===== src/verilog/icpd_pkg.sv =====
package icpd_pkg;
  // ---------------------------------------------------------------
  // Source numbering, in vector (polling) order
  // ---------------------------------------------------------------
  localparam int ICPD_NSRC      = 12;
  localparam int ICPD_NLVL      = 4;
  localparam int ICPD_SRC_EXTA  = 0;
  localparam int ICPD_SRC_TMRA  = 1;
  localparam int ICPD_SRC_EXTB  = 2;
  localparam int ICPD_SRC_TMRB  = 3;
  localparam int ICPD_SRC_SER   = 4;
  localparam int ICPD_SRC_TMRC  = 5;
  localparam int ICPD_SRC_CMP   = 6;
  localparam int ICPD_SRC_GP    = 7;
  localparam int ICPD_SRC_CCA   = 8;
  localparam int ICPD_SRC_SPI   = 9;
  localparam int ICPD_SRC_ADC   = 10;
  localparam int ICPD_SRC_TWI   = 11;
  // ---------------------------------------------------------------
  // Vector table
  // ---------------------------------------------------------------
  localparam logic [15:0] ICPD_VEC_RESET = 16'h0000;
  localparam logic [15:0] ICPD_VEC_BASE  = 16'h0003;
  localparam logic [15:0] ICPD_VEC_STEP  = 16'h0008;
  // Level-disable bit position within each priority register
  localparam int ICPD_LVL_DIS_BIT = 7;
  // ---------------------------------------------------------------
  // Timing
  // ---------------------------------------------------------------
  localparam int ICPD_CLK_HZ       = 25000000;
  localparam int ICPD_CALL_CYCLES  = 4;
  localparam int ICPD_WAKE_RST_CYC = 2;
  localparam int ICPD_STARTUP_US   = 1000;
  localparam int ICPD_STARTUP_CYC  =
    (ICPD_STARTUP_US * (ICPD_CLK_HZ / 1000000));
  // ---------------------------------------------------------------
  // Power state machine
  // ---------------------------------------------------------------
  typedef enum logic [2:0] {
    ICPD_PW_RUN   = 3'b000,
    ICPD_PW_DOWN  = 3'b001,
    ICPD_PW_TIMED = 3'b010,
    ICPD_PW_EXT   = 3'b011,
    ICPD_PW_RSTT  = 3'b100,
    ICPD_PW_RSTH  = 3'b101,
    ICPD_PW_RSTP  = 3'b110
  } icpd_pw_t;
endpackage


===== src/verilog/icpd_prio_pick.sv =====
`timescale 1ns/100ps
`default_nettype none
// ---------------------------------------------------------------
// Winner picker: highest level, then lowest index
// ---------------------------------------------------------------
module icpd_prio_pick
  import icpd_pkg::*;
#(
  parameter int N = 12
)
(
  input  wire logic [N-1:0]   req,      // Qualified requests
  input  wire logic [2*N-1:0] lvl,      // Two bits of level per source
  input  wire logic [3:0]     lvl_ok,   // Levels allowed to preempt
  output logic                hit,      // Some request wins
  output logic [3:0]          win_idx,  // Winning source
  output logic [1:0]          win_lvl   // Its level
);
  initial
  begin
    if (N > 16)
      $error("icpd_prio_pick: at most 16 sources");
  end
  // Scan from last to first so the lowest index wins ties
  always_comb
  begin
    hit     = 1'b0;
    win_idx = 4'h0;
    win_lvl = 2'h0;
    for (int i = N - 1; i >= 0; i--)
    begin
      if (req[i] && lvl_ok[lvl[2*i +: 2]] &&
          (!hit || lvl[2*i +: 2] >= win_lvl))
      begin
        hit     = 1'b1;
        win_idx = 4'(i);
        win_lvl = lvl[2*i +: 2];
      end
    end
  end
endmodule
`default_nettype wire


===== src/verilog/icpd_irq_ctrl.sv =====
// Function
// RL1: twelve sources, own enable plus global enable
// RL2: level from low bit and high bit
// RL3: preempt only by strictly higher level
// RL4: same level: lowest vector wins
// RL5: bit seven disables whole priority level
// RL6: external inputs level or edge typed
// RL7: external flag cleared on vector only edge
// RL8: timer a/b flags cleared on vectoring
// RL9: timer c request ORs two flags
// RL10: serial and spi requests OR flags
// RL11: gp request ORs eight pin flags
// RL12: comparator request ORs two flags
// RL13: conversion flag cleared on vectoring
// RL14: capture request ORs four low bits
// RL15: two-wire flag cleared by software only
// RL16: software set/clear equals hardware set/clear
// RL17: vectors 0003H onward in 8-byte steps
// RL18: wake on enabled level ext or gp
// RL19: exit mode 0: timed start-up wake
// RL20: exit mode 1: wait for pin rise
// RL21: external source holds pin long enough
// RL22: reset pin wake, two-cycle reset pulse
// RL23: vectoring is four-cycle hardware call
// RL24: synchronous sampling, nesting stack freed on return
`timescale 1ns/100ps
`default_nettype none
module icpd_irq_ctrl
  import icpd_pkg::*;
#(
  parameter int STARTUP_CYC = ICPD_STARTUP_CYC  // Start-up timer length
)
(
  input  wire logic        clk,
  input  wire logic        srst,
  // Enables and priorities
  input  wire logic [7:0]  irq_enable_reg,          // Global + 7 enables
  input  wire logic [4:0]  irq_enable_reg_second,   // 5 more enables
  input  wire logic [7:0]  prio_low_reg,
  input  wire logic [7:0]  prio_high_reg,
  input  wire logic [7:0]  prio_low_reg_second,
  input  wire logic [7:0]  prio_high_reg_second,
  input  wire logic        ext_a_type,              // 1 = edge
  input  wire logic        ext_b_type,
  input  wire logic        wake_exit_mode,
  input  wire logic        power_down_req,          // Enter power-down
  // Pins (asynchronous)
  input  wire logic        ext_irq_a_pin_n,
  input  wire logic        ext_irq_b_pin_n,
  input  wire logic        reset_pin_n,
  // External flag software access
  input  wire logic        ext_a_flag_set,
  input  wire logic        ext_a_flag_clr,
  input  wire logic        ext_b_flag_set,
  input  wire logic        ext_b_flag_clr,
  // Peripheral flags (already software-writable at their owners)
  input  wire logic        timer_a_overflow_flag,
  input  wire logic        timer_b_overflow_flag,
  input  wire logic        timer_c_overflow_flag,
  input  wire logic        timer_c_external_flag,
  input  wire logic        serial_rx_flag,
  input  wire logic        serial_tx_flag,
  input  wire logic        spi_done_flag,
  input  wire logic        spi_mode_fault_flag,
  input  wire logic        spi_tx_empty_flag,
  input  wire logic [7:0]  gp_pin_flags,
  input  wire logic [7:0]  gp_pin_enable_mask,
  input  wire logic [7:0]  gp_pin_level_mode,       // 1 = level detect
  input  wire logic        comparator_a_flag,
  input  wire logic        comparator_b_flag,
  input  wire logic        conversion_done_flag,
  input  wire logic [7:0]  capture_channel_flags,
  input  wire logic        two_wire_flag,
  // CPU handshake
  input  wire logic        poll,                    // Last instr cycle
  input  wire logic        block_poll,              // RETI/IE/IP write
  input  wire logic        reti,                    // Return executed
  // Outputs
  output logic             ext_a_flag,
  output logic             ext_b_flag,
  output logic             call_busy,               // Hardware call runs
  output logic [15:0]      vector_addr,
  output logic             timer_a_flag_clr,        // Pulses on vector
  output logic             timer_b_flag_clr,
  output logic             conversion_flag_clr,
  output logic             cpu_clk_en,              // Clock gate to CPU
  output logic             cpu_reset,               // Reset to CPU
  output logic [3:0]       active_levels            // Nesting stack
);
  initial
  begin
    if (STARTUP_CYC < 1)
      $error("icpd_irq_ctrl: STARTUP_CYC must be at least 1");
  end
  // ---------------------------------------------------------------
  // Pin synchronisers
  // ---------------------------------------------------------------
  logic [2:0] pin_s1_reg;    // First stage, read only by second
  logic [2:0] pin_s2_reg;    // Safe copy
  logic [2:0] pin_d_reg;     // Previous safe copy for edges
  // Two flops before any logic looks at a pin
  always_ff @(posedge clk)
  begin
    if (srst)
    begin
      pin_s1_reg <= 3'h7;
      pin_s2_reg <= 3'h7;
      pin_d_reg  <= 3'h7;
    end
    else
    begin
      pin_s1_reg <= {reset_pin_n, ext_irq_b_pin_n, ext_irq_a_pin_n};
      pin_s2_reg <= pin_s1_reg;
      pin_d_reg  <= pin_s2_reg;
    end
  end
  wire [2:0] pin_low  = ~pin_s2_reg;
  wire [2:0] pin_fall = pin_d_reg & ~pin_s2_reg;
  wire [2:0] pin_rise = ~pin_d_reg & pin_s2_reg;
  // ---------------------------------------------------------------
  // Request flags and qualification
  // ---------------------------------------------------------------
  logic        ext_a_flag_reg;
  logic        ext_b_flag_reg;
  logic        take;            // A vector is taken this cycle
  logic [3:0]  win_idx;
  logic [1:0]  win_lvl;
  logic        hit;
  wire take_a = take && (win_idx == 4'(ICPD_SRC_EXTA));
  wire take_b = take && (win_idx == 4'(ICPD_SRC_EXTB));
  // Edge mode latches; level mode follows pin; set wins over clear
  wire ext_a_next = ext_a_type ?                                 // [RL6]
    ((ext_a_flag_reg && !ext_a_flag_clr && !take_a) ||          // [RL7]
     pin_fall[0] || ext_a_flag_set) :                           // [RL16]
    (pin_low[0] || ext_a_flag_set);
  wire ext_b_next = ext_b_type ?                                 // [RL6]
    ((ext_b_flag_reg && !ext_b_flag_clr && !take_b) ||          // [RL7]
     pin_fall[1] || ext_b_flag_set) :                           // [RL16]
    (pin_low[1] || ext_b_flag_set);
  always_ff @(posedge clk)
  begin
    if (srst)
    begin
      ext_a_flag_reg <= 1'b0;
      ext_b_flag_reg <= 1'b0;
    end
    else
    begin
      ext_a_flag_reg <= ext_a_next;
      ext_b_flag_reg <= ext_b_next;
    end
  end
  // Raw requests in vector order
  logic [ICPD_NSRC-1:0] raw_req;
  always_comb
  begin
    raw_req = '0;
    raw_req[ICPD_SRC_EXTA] = ext_a_flag_reg;
    raw_req[ICPD_SRC_TMRA] = timer_a_overflow_flag;                // [RL8]
    raw_req[ICPD_SRC_EXTB] = ext_b_flag_reg;
    raw_req[ICPD_SRC_TMRB] = timer_b_overflow_flag;                // [RL8]
    raw_req[ICPD_SRC_SER]  = serial_rx_flag | serial_tx_flag;      // [RL10]
    raw_req[ICPD_SRC_TMRC] = timer_c_overflow_flag |
                             timer_c_external_flag;                // [RL9]
    raw_req[ICPD_SRC_CMP]  = comparator_a_flag | comparator_b_flag; // [RL12]
    raw_req[ICPD_SRC_GP]   = |gp_pin_flags;                        // [RL11]
    raw_req[ICPD_SRC_CCA]  = |capture_channel_flags[3:0];          // [RL14]
    raw_req[ICPD_SRC_SPI]  = spi_done_flag | spi_mode_fault_flag |
                             spi_tx_empty_flag;                    // [RL10]
    raw_req[ICPD_SRC_ADC]  = conversion_done_flag;                 // [RL13]
    raw_req[ICPD_SRC_TWI]  = two_wire_flag;                        // [RL15]
  end
  // Registered sample: polling sees the previous cycle's values
  logic [ICPD_NSRC-1:0] req_reg;
  always_ff @(posedge clk)
  begin
    if (srst)
      req_reg <= '0;
    else
      req_reg <= raw_req;                                          // [RL24]
  end
  // Enable vector in source order
  wire [ICPD_NSRC-1:0] src_en =
    {irq_enable_reg_second, irq_enable_reg[6:0]};
  wire global_irq_enable = irq_enable_reg[7];
  wire [ICPD_NSRC-1:0] qual_req =
    req_reg & src_en & {ICPD_NSRC{global_irq_enable}};             // [RL1]
  // Level per source: low bits from first pair for 0..6, second 7..11
  logic [2*ICPD_NSRC-1:0] src_lvl;
  genvar g;
  generate
    for (g = 0; g < ICPD_NSRC; g++)
    begin : g_lvl
      if (g < 7)
      begin : g_first
        assign src_lvl[2*g +: 2] = {prio_high_reg[g], prio_low_reg[g]};
      end
      else
      begin : g_second
        assign src_lvl[2*g +: 2] =
          {prio_high_reg_second[g-7], prio_low_reg_second[g-7]}; // [RL2]
      end
    end
  endgenerate
  // A level may win only if it is not disabled and is above all active
  wire [3:0] lvl_dis = {prio_high_reg_second[ICPD_LVL_DIS_BIT],
                        prio_low_reg_second[ICPD_LVL_DIS_BIT],
                        prio_high_reg[ICPD_LVL_DIS_BIT],
                        prio_low_reg[ICPD_LVL_DIS_BIT]};           // [RL5]
  logic [3:0] active_reg;
  logic [3:0] above_active;
  always_comb
  begin
    above_active = 4'hf;
    for (int l = 0; l < ICPD_NLVL; l++)
      if (active_reg[l])
        above_active = 4'hf << (l + 1);                           // [RL3]
  end
  wire [3:0] lvl_ok = above_active & ~lvl_dis;
  icpd_prio_pick #(
    .N (ICPD_NSRC)
  ) u_pick (
    .req     (qual_req),
    .lvl     (src_lvl),
    .lvl_ok  (lvl_ok),
    .hit     (hit),                                               // [RL4]
    .win_idx (win_idx),
    .win_lvl (win_lvl)
  );
  // ---------------------------------------------------------------
  // Vectoring call and nesting stack
  // ---------------------------------------------------------------
  logic [2:0]  call_cnt_reg;
  logic [15:0] vector_reg;
  logic [2:0]  hwclr_reg;
  logic        busy_reg;     // Call in progress, straight from a flop
  wire cpu_run = (cpu_clk_en && !cpu_reset);
  assign take = poll && !block_poll && hit && (call_cnt_reg == 3'h0)
                && cpu_run;
  // Highest active level is the one freed on return
  logic [3:0] top_active;
  always_comb
  begin
    top_active = 4'h0;
    for (int l = 0; l < ICPD_NLVL; l++)
      if (active_reg[l])
        top_active = 4'h1 << l;
  end
  wire [15:0] vec_next = ICPD_VEC_BASE +
    16'(ICPD_VEC_STEP * {12'h000, win_idx});                       // [RL17]
  always_ff @(posedge clk)
  begin
    if (srst)
    begin
      call_cnt_reg <= 3'h0;
      vector_reg   <= ICPD_VEC_RESET;
      active_reg   <= 4'h0;
      hwclr_reg    <= 3'h0;
      busy_reg     <= 1'b0;
    end
    else
    begin
      hwclr_reg <= 3'h0;
      // Mirrors the counter being non-zero after this edge
      busy_reg  <= take || (call_cnt_reg > 3'h1);                // [RL23]
      if (take)
      begin
        call_cnt_reg <= 3'(ICPD_CALL_CYCLES);                    // [RL23]
        vector_reg   <= vec_next;
        active_reg   <= active_reg | (4'h1 << win_lvl);          // [RL24]
        hwclr_reg    <= {win_idx == 4'(ICPD_SRC_ADC),
                         win_idx == 4'(ICPD_SRC_TMRB),
                         win_idx == 4'(ICPD_SRC_TMRA)};          // [RL8]
      end
      else
      begin
        if (call_cnt_reg != 3'h0)
          call_cnt_reg <= call_cnt_reg - 3'h1;                   // [RL23]
        if (reti)
          active_reg <= active_reg & ~top_active;                // [RL24]
      end
    end
  end
  // ---------------------------------------------------------------
  // Power-down wake-up sequencer
  // ---------------------------------------------------------------
  icpd_pw_t    pw_reg;
  icpd_pw_t    pw_next;
  logic [31:0] tmr_reg;
  logic [31:0] tmr_next;
  logic        clk_en_reg;
  logic        cpu_rst_reg;
  // Besides the reset pin, only enabled level-mode sources may end power-down
  wire wake_a  = irq_enable_reg[0] && !ext_a_type && pin_fall[0];
  wire wake_b  = irq_enable_reg[2] && !ext_b_type && pin_fall[1];
  wire gp_wake = irq_enable_reg_second[0] &&
    |(gp_pin_flags & gp_pin_enable_mask & gp_pin_level_mode);
  wire wake_irq = wake_a || wake_b || gp_wake;                     // [RL18]
  wire wake_pin_hi = (wake_a || !pin_low[1]) && (wake_b || !pin_low[0]);
  wire tmr_done = (tmr_reg == 32'(STARTUP_CYC - 1));
  always_comb
  begin
    pw_next  = pw_reg;
    tmr_next = tmr_reg + 32'h1;
    case (pw_reg)
      ICPD_PW_RUN:
      begin
        tmr_next = 32'h0;
        if (power_down_req)
          pw_next = ICPD_PW_DOWN;
      end
      ICPD_PW_DOWN:
      begin
        tmr_next = 32'h0;
        if (pin_fall[2])
          pw_next = ICPD_PW_RSTT;                                 // [RL22]
        else if (wake_irq)
          pw_next = wake_exit_mode ? ICPD_PW_EXT : ICPD_PW_TIMED; // [RL19]
      end
      // Pin need not stay low while timing
      ICPD_PW_TIMED:
        if (tmr_done)
          pw_next = ICPD_PW_RUN;                                  // [RL19]
      // Wait for release of the waking pin; stabilising is on it
      ICPD_PW_EXT:
        if (pin_rise[0] || pin_rise[1] ||
            (gp_wake == 1'b0 && pin_low[1:0] == 2'b00 && wake_pin_hi))
          pw_next = ICPD_PW_RUN;                                  // [RL20]
      ICPD_PW_RSTT:
        if (tmr_done)
          pw_next = pin_low[2] ? ICPD_PW_RSTH : ICPD_PW_RSTP;    // [RL22]
      ICPD_PW_RSTH:
      begin
        tmr_next = 32'h0;
        if (!pin_low[2])
          pw_next = ICPD_PW_RUN;
      end
      ICPD_PW_RSTP:
        if (tmr_reg == 32'(ICPD_WAKE_RST_CYC - 1))
          pw_next = ICPD_PW_RUN;                                  // [RL22]
      default:
        pw_next = ICPD_PW_RUN;
    endcase
    if (pw_next != pw_reg)
      tmr_next = 32'h0;
  end
  always_ff @(posedge clk)
  begin
    if (srst)
    begin
      pw_reg      <= ICPD_PW_RUN;
      tmr_reg     <= 32'h0;
      clk_en_reg  <= 1'b1;
      cpu_rst_reg <= 1'b0;
    end
    else
    begin
      pw_reg      <= pw_next;
      tmr_reg     <= tmr_next;
      clk_en_reg  <= (pw_next == ICPD_PW_RUN) ||
                     (pw_next == ICPD_PW_RSTP);
      cpu_rst_reg <= (pw_next == ICPD_PW_RSTH) ||
                     (pw_next == ICPD_PW_RSTP);
    end
  end
  // ---------------------------------------------------------------
  // Output registers
  // ---------------------------------------------------------------
  assign ext_a_flag          = ext_a_flag_reg;
  assign ext_b_flag          = ext_b_flag_reg;
  assign call_busy           = busy_reg;
  assign vector_addr         = vector_reg;
  assign timer_a_flag_clr    = hwclr_reg[0];
  assign timer_b_flag_clr    = hwclr_reg[1];
  assign conversion_flag_clr = hwclr_reg[2];
  assign cpu_clk_en          = clk_en_reg;
  assign cpu_reset           = cpu_rst_reg;
  assign active_levels       = active_reg;
endmodule
`default_nettype wire


===== config.mk =====
export PLATFORM = sky130hd
export DESIGN_NAME = icpd_irq_ctrl
export DESIGN_NICKNAME = d
export VERILOG_FILES = /design/src/verilog/icpd_pkg.sv /design/src/verilog/icpd_prio_pick.sv /design/src/verilog/icpd_irq_ctrl.sv
export SDC_FILE = /design/constraint.sdc
export NUM_CORES = 1
export LEC_CHECK = 0
export ABC_CLOCK_PERIOD_IN_PS = 23600
export BUFFER_PORTS_ARGS = -buffer_cell sky130_fd_sc_hd__buf_2
export CAP_MARGIN = 20
export CORE_UTILIZATION = 54
export CTS_CLUSTER_SIZE = 16
export DETAILED_ROUTE_END_ITERATION = 7
export PLACE_DENSITY = 0.82
export REMOVE_ABC_BUFFERS = 1
export SLEW_MARGIN = 20
export SYNTH_ARGS = -nofsm -noshare
export SYNTH_HDL_FRONTEND = slang
export SYNTH_SLANG_ARGS = --single-unit

===== constraint.sdc =====
create_clock -name clk -period 23.6 [get_ports clk]
set_input_delay 4.72 -clock clk [delete_from_list [all_inputs] [get_ports clk]]
set_output_delay 4.72 -clock clk [all_outputs]
set_load 0.01 [all_outputs]

# After elaboration in Yosys (flattened, before gate mapping)
# Cells that the tools add are included.
op_classes:
  n_addsub: 3
  mul: 0
  div: 0
  order_cmp: 24
  n_eq_ne: 15
  n_shift: 1
  muxes: 85
  bitwise_logic: 20
  n_reduce_logical: 103
op_table:
  columns: ["operator", "n"]
  rows:
  - ["two-way mux 4 bit", 20]
  - ["logical AND 1 bit", 42]
  - ["less-than comparator 2 x 3 -> 1 bit (second input constant)", 12]
  - ["adder 32 x 1 -> 32 bit (second input constant)", 1]
  - ["equality test 32 x 1 -> 1 bit (second input constant)", 1]
  - ["equality test 32 x 15 -> 1 bit (second input constant)", 1]
  - ["two-way mux 3 bit", 10]
  - ["two-way mux 1 bit", 29]
  - ["logical OR 1 bit", 26]
  - ["two-way mux 2 bit", 13]
  - ["AND 12 bit", 2]
  - ["binary-select mux 1 bit (select 2 bit)", 12]
  - ["greater-or-equal comparator 2 bit", 11]
  - ["logical NOT 1 bit", 21]
  - ["one-hot mux 3 bit (7 select lines)", 1]
  - ["AND 8 bit", 2]
  - ["OR reduction 8 bit", 2]
  - ["equality test 3 bit (second input constant)", 5]
  - ["logical NOT 3 bit", 3]
  - ["adder 2 x 7 -> 8 bit (first input constant)", 1]
  - ["AND 4 bit", 2]
  - ["equality test 4 x 2 -> 1 bit (second input constant)", 2]
  - ["inverter 4 bit", 2]
  - ["equality test 3 x 2 -> 1 bit (second input constant)", 2]
  - ["other kinds (21)", 28]
totals:
  reg_bits: 87
  latchBits: 0
  ramBits: 0
  mem_bits_ro: 0
  elab_cells: 267
  memories: 0

# Longest topological paths before layout
depth:
  ltp_word: 62
  mapped_depth: 82
  depth_no_buf: 81

# Modules after synthesis
# Synthesis repeated with hierarchy kept, for this count alone.
hier_totals:
  hier_cells: 617
  hier_area_um2: 5119.9
by_module_without_submodules:
  columns: ["mod", "instances", "cells_per_inst", "area_each_um2", "seq_area_each_um2"]
  rows:
  - ["icpd_irq_ctrl", 1, 399, 3445.8, 1521.5]
  - ["icpd_prio_pick", 1, 218, 1674.1, 0.0]

# Worst setup path after synthesis
# Ideal clock, no wire load.
synth_timing:
  path_kind: "in2reg"
  from: "input port prio_low_reg_second[7]"
  to: "register vector_reg[6], in the netlist vector_addr[6]"
  arrival_time_ns: 18.779
  t_required_ns: 23.529
  setup_slack_ns: 4.751
  cell_stages: 77
  cell_sequence: "or3_1 -> o211ai_1 -> o211ai_1 -> nor2_1 -> ha_1 -> nand2b_1 -> a21oi_1 -> inv_1 -> a21oi_1 -> a22o_1 -> ha_1 -> nand2b_1 -> a21oi_1 -> nand3_1 -> o221a_2 -> a221oi_2 -> a21oi_1 -> ha_1 -> [... 41 more ...] -> o41ai_1 -> nand2_1 -> o31a_1 -> o21ai_0 -> o22ai_1 -> ha_1 -> nor2b_1 -> maj3_2 -> a21bo_2 -> mux2i_1 -> o31a_1 -> inv_1 -> ha_1 -> o41a_1 -> nand2_1 -> nand3_1 -> or4_1 -> a21oi_1"
synth_via:
  elab_chain_len: 53
  word_cells_on_any_way: 121
synth_rtl:
  columns: ["element", "line", "rtl"]
  rows:
  - ["from (decl)", "icpd_irq_ctrl.sv:41", "input wire logic [7:0] prio_low_reg_second,"]
  - ["inverter 4 bit (*)", "icpd_irq_ctrl.sv:219", "wire [3:0] lvl_ok = above_active & ~lvl_dis;"]
  - ["AND 4 bit (*)", "icpd_irq_ctrl.sv:219", null]
  - ["parallel branches: the longest is 51 deep, another holds greater-or-equal comparator 2 bit", null, null]
  - ["to (signal assigned)", "icpd_irq_ctrl.sv:269", "vector_reg <= vec_next;"]
  - ["to (decl)", "icpd_irq_ctrl.sv:234", "logic [15:0] vector_reg;"]
# Every way passes the cells marked *. The select of a mux whose other input is x is not followed.
# A chain may end at the register's enable or synchronous reset.

# Worst setup path in the final report
layout_timing:
  from: "input port prio_high_reg[7]"
  to: "register vector_reg[6], in the netlist vector_addr[6]"
layout_via:
  elab_chain_len: 53
  word_cells_on_any_way: 121
layout_rtl:
  columns: ["element", "line", "rtl"]
  rows:
  - ["from (decl)", "icpd_irq_ctrl.sv:40", "input wire logic [7:0] prio_high_reg,"]
  - ["inverter 4 bit (*)", "icpd_irq_ctrl.sv:219", null]
  - ["AND 4 bit (*)", "icpd_irq_ctrl.sv:219", null]
  - ["parallel branches: the longest is 51 deep, another holds greater-or-equal comparator 2 bit", null, null]
# Marks and branches as above.

==> tab_implementation.tex <==
\begin{tabular}{lr}
\hline
Metric & Value \\
\hline
\multicolumn{2}{l}{\textbf{Worst setup path}} \\
\quad Startpoint of the most critical setup path & prio\_high\_reg[7] \\
\quad Capture point of the worst path & vector\_addr[6] \\
\quad Cell with the biggest individual delay on the critical path & sky130\_fd\_sc\_hd\_\_or4\_1 \\
\quad Critical Path AT & 20.77 ns \\
\quad Crit path required time & 23.87 ns \\
\quad Worst Setup Path Type & in -> reg \\
\quad Register-to-register setup slack & 6.83 ns \\
\quad RR Endpoint & vector\_addr[6] \\
\quad Depth of the worst register-to-register path & 77 \\
\quad Cell repeated most along the worst path & sky130\_fd\_sc\_hd\_\_ha\_1 \\
\quad Startpoint types & primary input \\
\quad Buffers \& Inverters on Critical Path & 3 \\
\quad Cell class contributing the biggest share of worst-path delay & compound AO/OA/AOI/OAI gates \\
\quad Reg-to-reg critical path startpoint & active\_levels[3] \\
\quad Endpoint class of the critical path & register \\
\quad Crit. path cell count & 78 \\
\quad Critical path fanouts, max & 7 \\
\quad Largest stage delay on the critical path & 0.51 ns \\
\multicolumn{2}{l}{\textbf{Timing}} \\
\quad Worst relative slew slack & 45.5\% \\
\quad Number of setup violations in the final report & 0 \\
\quad Fraction of the cycle the final worst path needs & 86.8\% \\
\quad Maximum clock skew at final layout & 0.0141 ns \\
\quad Unrepaired setup endpoints after global routing & false \\
\quad Fin Hold WS & 0.420 ns \\
\quad Maximum clock frequency & 48.8 MHz \\
\quad Final Max Slew Viols & 0 \\
\quad Shortest period the worst path allows & 20.49 ns \\
\quad Actual slew at the worst max-slew pin & 0.818 ns \\
\quad Setup Total Neg Slack & 0 ns \\
\quad Number of hold violations in the final report & 0 \\
\multicolumn{2}{l}{\textbf{Drt}} \\
\quad Vias/cell & 5.95 \\
\quad Final routed wirelength across all metal layers & 13400 um \\
\quad DRC violation count after routing & 0 \\
\quad Number of DRC markers in iteration 0 & 435 \\
\quad Number of vias after detailed routing & 5094 \\
\quad Iteration count of the initial detailed-routing pass & 6 \\
\quad DR WL/cell & 15.6 um \\
\quad Final ANT Viol Nets & 0 \\
\multicolumn{2}{l}{\textbf{Yosys}} \\
\quad FF+latch count, synth & 76 \\
\quad Yosys warning total & 0 \\
\quad Portion of the post-synthesis area used by sequential elements & 30.0\% \\
\quad Number of different library cells in the post-synthesis netlist & 82 \\
\quad Summed instance area of the synthesized netlist & 5070 sq um \\
\quad Syn Area/Cell & 8.03 sq um \\
\quad Share of flip-flops with an asynchronous set or reset & 0\% \\
\quad Number of instances in the synthesized netlist & 631 \\
\quad Top\_reg\_cell synth & sky130\_fd\_sc\_hd\_\_dfxtp\_1 \\
\quad Number of enable flip-flop cells after synthesis & 0 \\
\multicolumn{2}{l}{\textbf{Run}} \\
\quad Max-cap check violation count & 0 \\
\multicolumn{2}{l}{\textbf{Clocking}} \\
\quad Clk sinks & 76 \\
\quad Total of hold buffers inserted after clock tree synthesis & 0 \\
\quad Clock transition at the registers of the reported paths & 0.09 ns \\
\quad Setup Fix Bufs, Post-CTS & 0 \\
\quad Clock network latency to the later pin of the worst-skew pair & 0.35 ns \\
\quad Buffer depth of the longest clock path & 2 \\
\quad Clock Tree Root & sky130\_fd\_sc\_hd\_\_clkbuf\_8 \\
\quad CTS tree & yes \\
\quad \# H-tree levels & 3 \\
\quad \# resized after CTS & 0 \\
\quad Number of clock buffers inserted by TritonCTS & 9 \\
\multicolumn{2}{l}{\textbf{GRT}} \\
\quad First-pass GRT wire length & 21600 um \\
\quad Remaining Overflow, GRT & 0 \\
\quad GRT Util Overall & 27.3\% \\
\quad Maximum number of pins on one net before global-route repair & 44 \\
\quad Initial antenna violation count & 0 \\
\quad Number of global-route vias before repair & 4697 \\
\multicolumn{2}{l}{\textbf{Place}} \\
\quad Port-buffer cells & 115 \\
\quad Detailed placer's ending HPWL & 10200 um \\
\quad Final Wtd Congestion & 0.977 \\
\multicolumn{2}{l}{\textbf{Cells and area}} \\
\quad Growth of design area from synthesis to finish & 15.7\% \\
\quad Commonest non-fill, non-tap cell in the layout & sky130\_fd\_sc\_hd\_\_buf\_2 \\
\quad Antenna diode count & 0 \\
\quad Largest register FFs & 32 \\
\quad Net count of the finished layout & 870 \\
\quad Share of post-route cells with drive strength above 1 & 23.1\% \\
\quad Top library cells by usage in the layout, fill and taps aside & sky130\_fd\_sc\_hd\_\_buf\_2 (115), sky130\_fd\_sc\_hd\_\_nor2\_1 (84), sky130\_fd\_sc\_hd\_\_dfxtp\_1 (76) \\
\multicolumn{2}{l}{\textbf{Pwr}} \\
\quad Pwr Density & 52.6 nW/um\^{}2 \\
\quad Design Power & 0.308 mW \\
\quad VDD IR-drop max & 0.0000431 V \\
\quad Leakage & 2.45 nW \\
\multicolumn{2}{l}{\textbf{Floorplan}} \\
\quad Number of cell rows & 34 \\
\quad Die width & 98.9 um \\
\quad CORE AREA & 8890 sq um \\
\quad DIE AREA & 9780 sq um \\
\quad Count of boundary I/O pins & 134 \\
\quad Die height & 98.9 um \\
\quad Starting Density & 57.0\% \\
\multicolumn{2}{l}{\textbf{Min path}} \\
\quad Hold Crit Start & pin\_s1\_reg[0] \\
\quad Count of cells along the worst hold path & 1 \\
\quad Worst Hold Class & reg -> reg \\
\multicolumn{2}{l}{\textbf{Outcome}} \\
\quad Status & finished, final reports clean \\
\hline
\end{tabular}
## worst min path at each step
| stage | end |
|---|---|
| finish | pin_s2_reg[0] |
| global route | pin_s2_reg[1] |
| CTS | pin_s2_reg[2] |
| detailed placement | pin_s2_reg[2] |
| global placement | pin_s2_reg[0] |
| floorplan | pin_s2_reg[0] |
## through the flow
| step | instances | setup WS [ns] | instance area (sq um) | utilization [%] |
|---|---|---|---|---|
| floorplan | 614 | 4.75 | 4950 | - |
| global placement | 840 | 3.22 | 5690 | 64.0 |
| detailed placement | 840 | 3.08 | 5690 | 64.0 |
| CTS | 856 | 3.35 | 5860 | 66.0 |
| global route | 856 | 1.99 | 5860 | 66.0 |
| finish | 856 | 3.11 | 5860 | 66.0 |
## layer usage
layer	global-route usage [%]	vias up	wire length, um
met3	4.54	20	1010
met2	44.3	221	6140
met1	37.3	2350	6030
met5	0	-	0
li1	-	2503	-
met4	7.69	0	195
## cells in the mapped netlist (15+ instances only)
master	n	area share [%]
sky130_fd_sc_hd__xnor2_1	16	2.8
sky130_fd_sc_hd__inv_1	38	2.8
sky130_fd_sc_hd__nand3_1	35	3.5
sky130_fd_sc_hd__nor4_1	16	2.0
sky130_fd_sc_hd__dfxtp_1	76	30
sky130_fd_sc_hd__nor2_1	84	6.2
sky130_fd_sc_hd__xor2_1	17	2.9
sky130_fd_sc_hd__ha_1	21	5.2
sky130_fd_sc_hd__nand2_1	39	2.9
sky130_fd_sc_hd__o21ai_0	15	1.5
sky130_fd_sc_hd__a21oi_1	35	3.5
sky130_fd_sc_hd__nor3_1	22	2.2
## cell type report
cell class	instances	area, sq um
inverters	38	143
fillers	733	3030
multi-input cells	500	3290
well taps	108	135
clock inverters	6	48.8
flip-flops and latches	76	1520
clock buffers	10	128
repair buffers	118	598
## logic make-up (layout without fill, tap and decap cells)
family                   Yosys count  count (layout)  share of synthesized area [%]
buffers and inverters             64             172                           5.73
multiplexers                      11              11                           3.09
AND/OR/NAND/NOR                  292             292                           30.2
AO/OA/AOI/OAI                    131             131                           19.6
flip-flops                        76              76                           30.0
adder cells (fa/ha/maj)           23              23                           5.63
XOR/XNOR                          33              33                           5.70
other                              1              10                         0.0740
## report_power, final
group          internal (mW)  total (mW)  switching, mW
registers              0.135       0.140        0.00516
logic                 0.0329      0.0779         0.0450
clock network         0.0393      0.0901         0.0508
total                  0.207       0.308          0.101
Note: power is estimated with default switching activity, not from simulation.
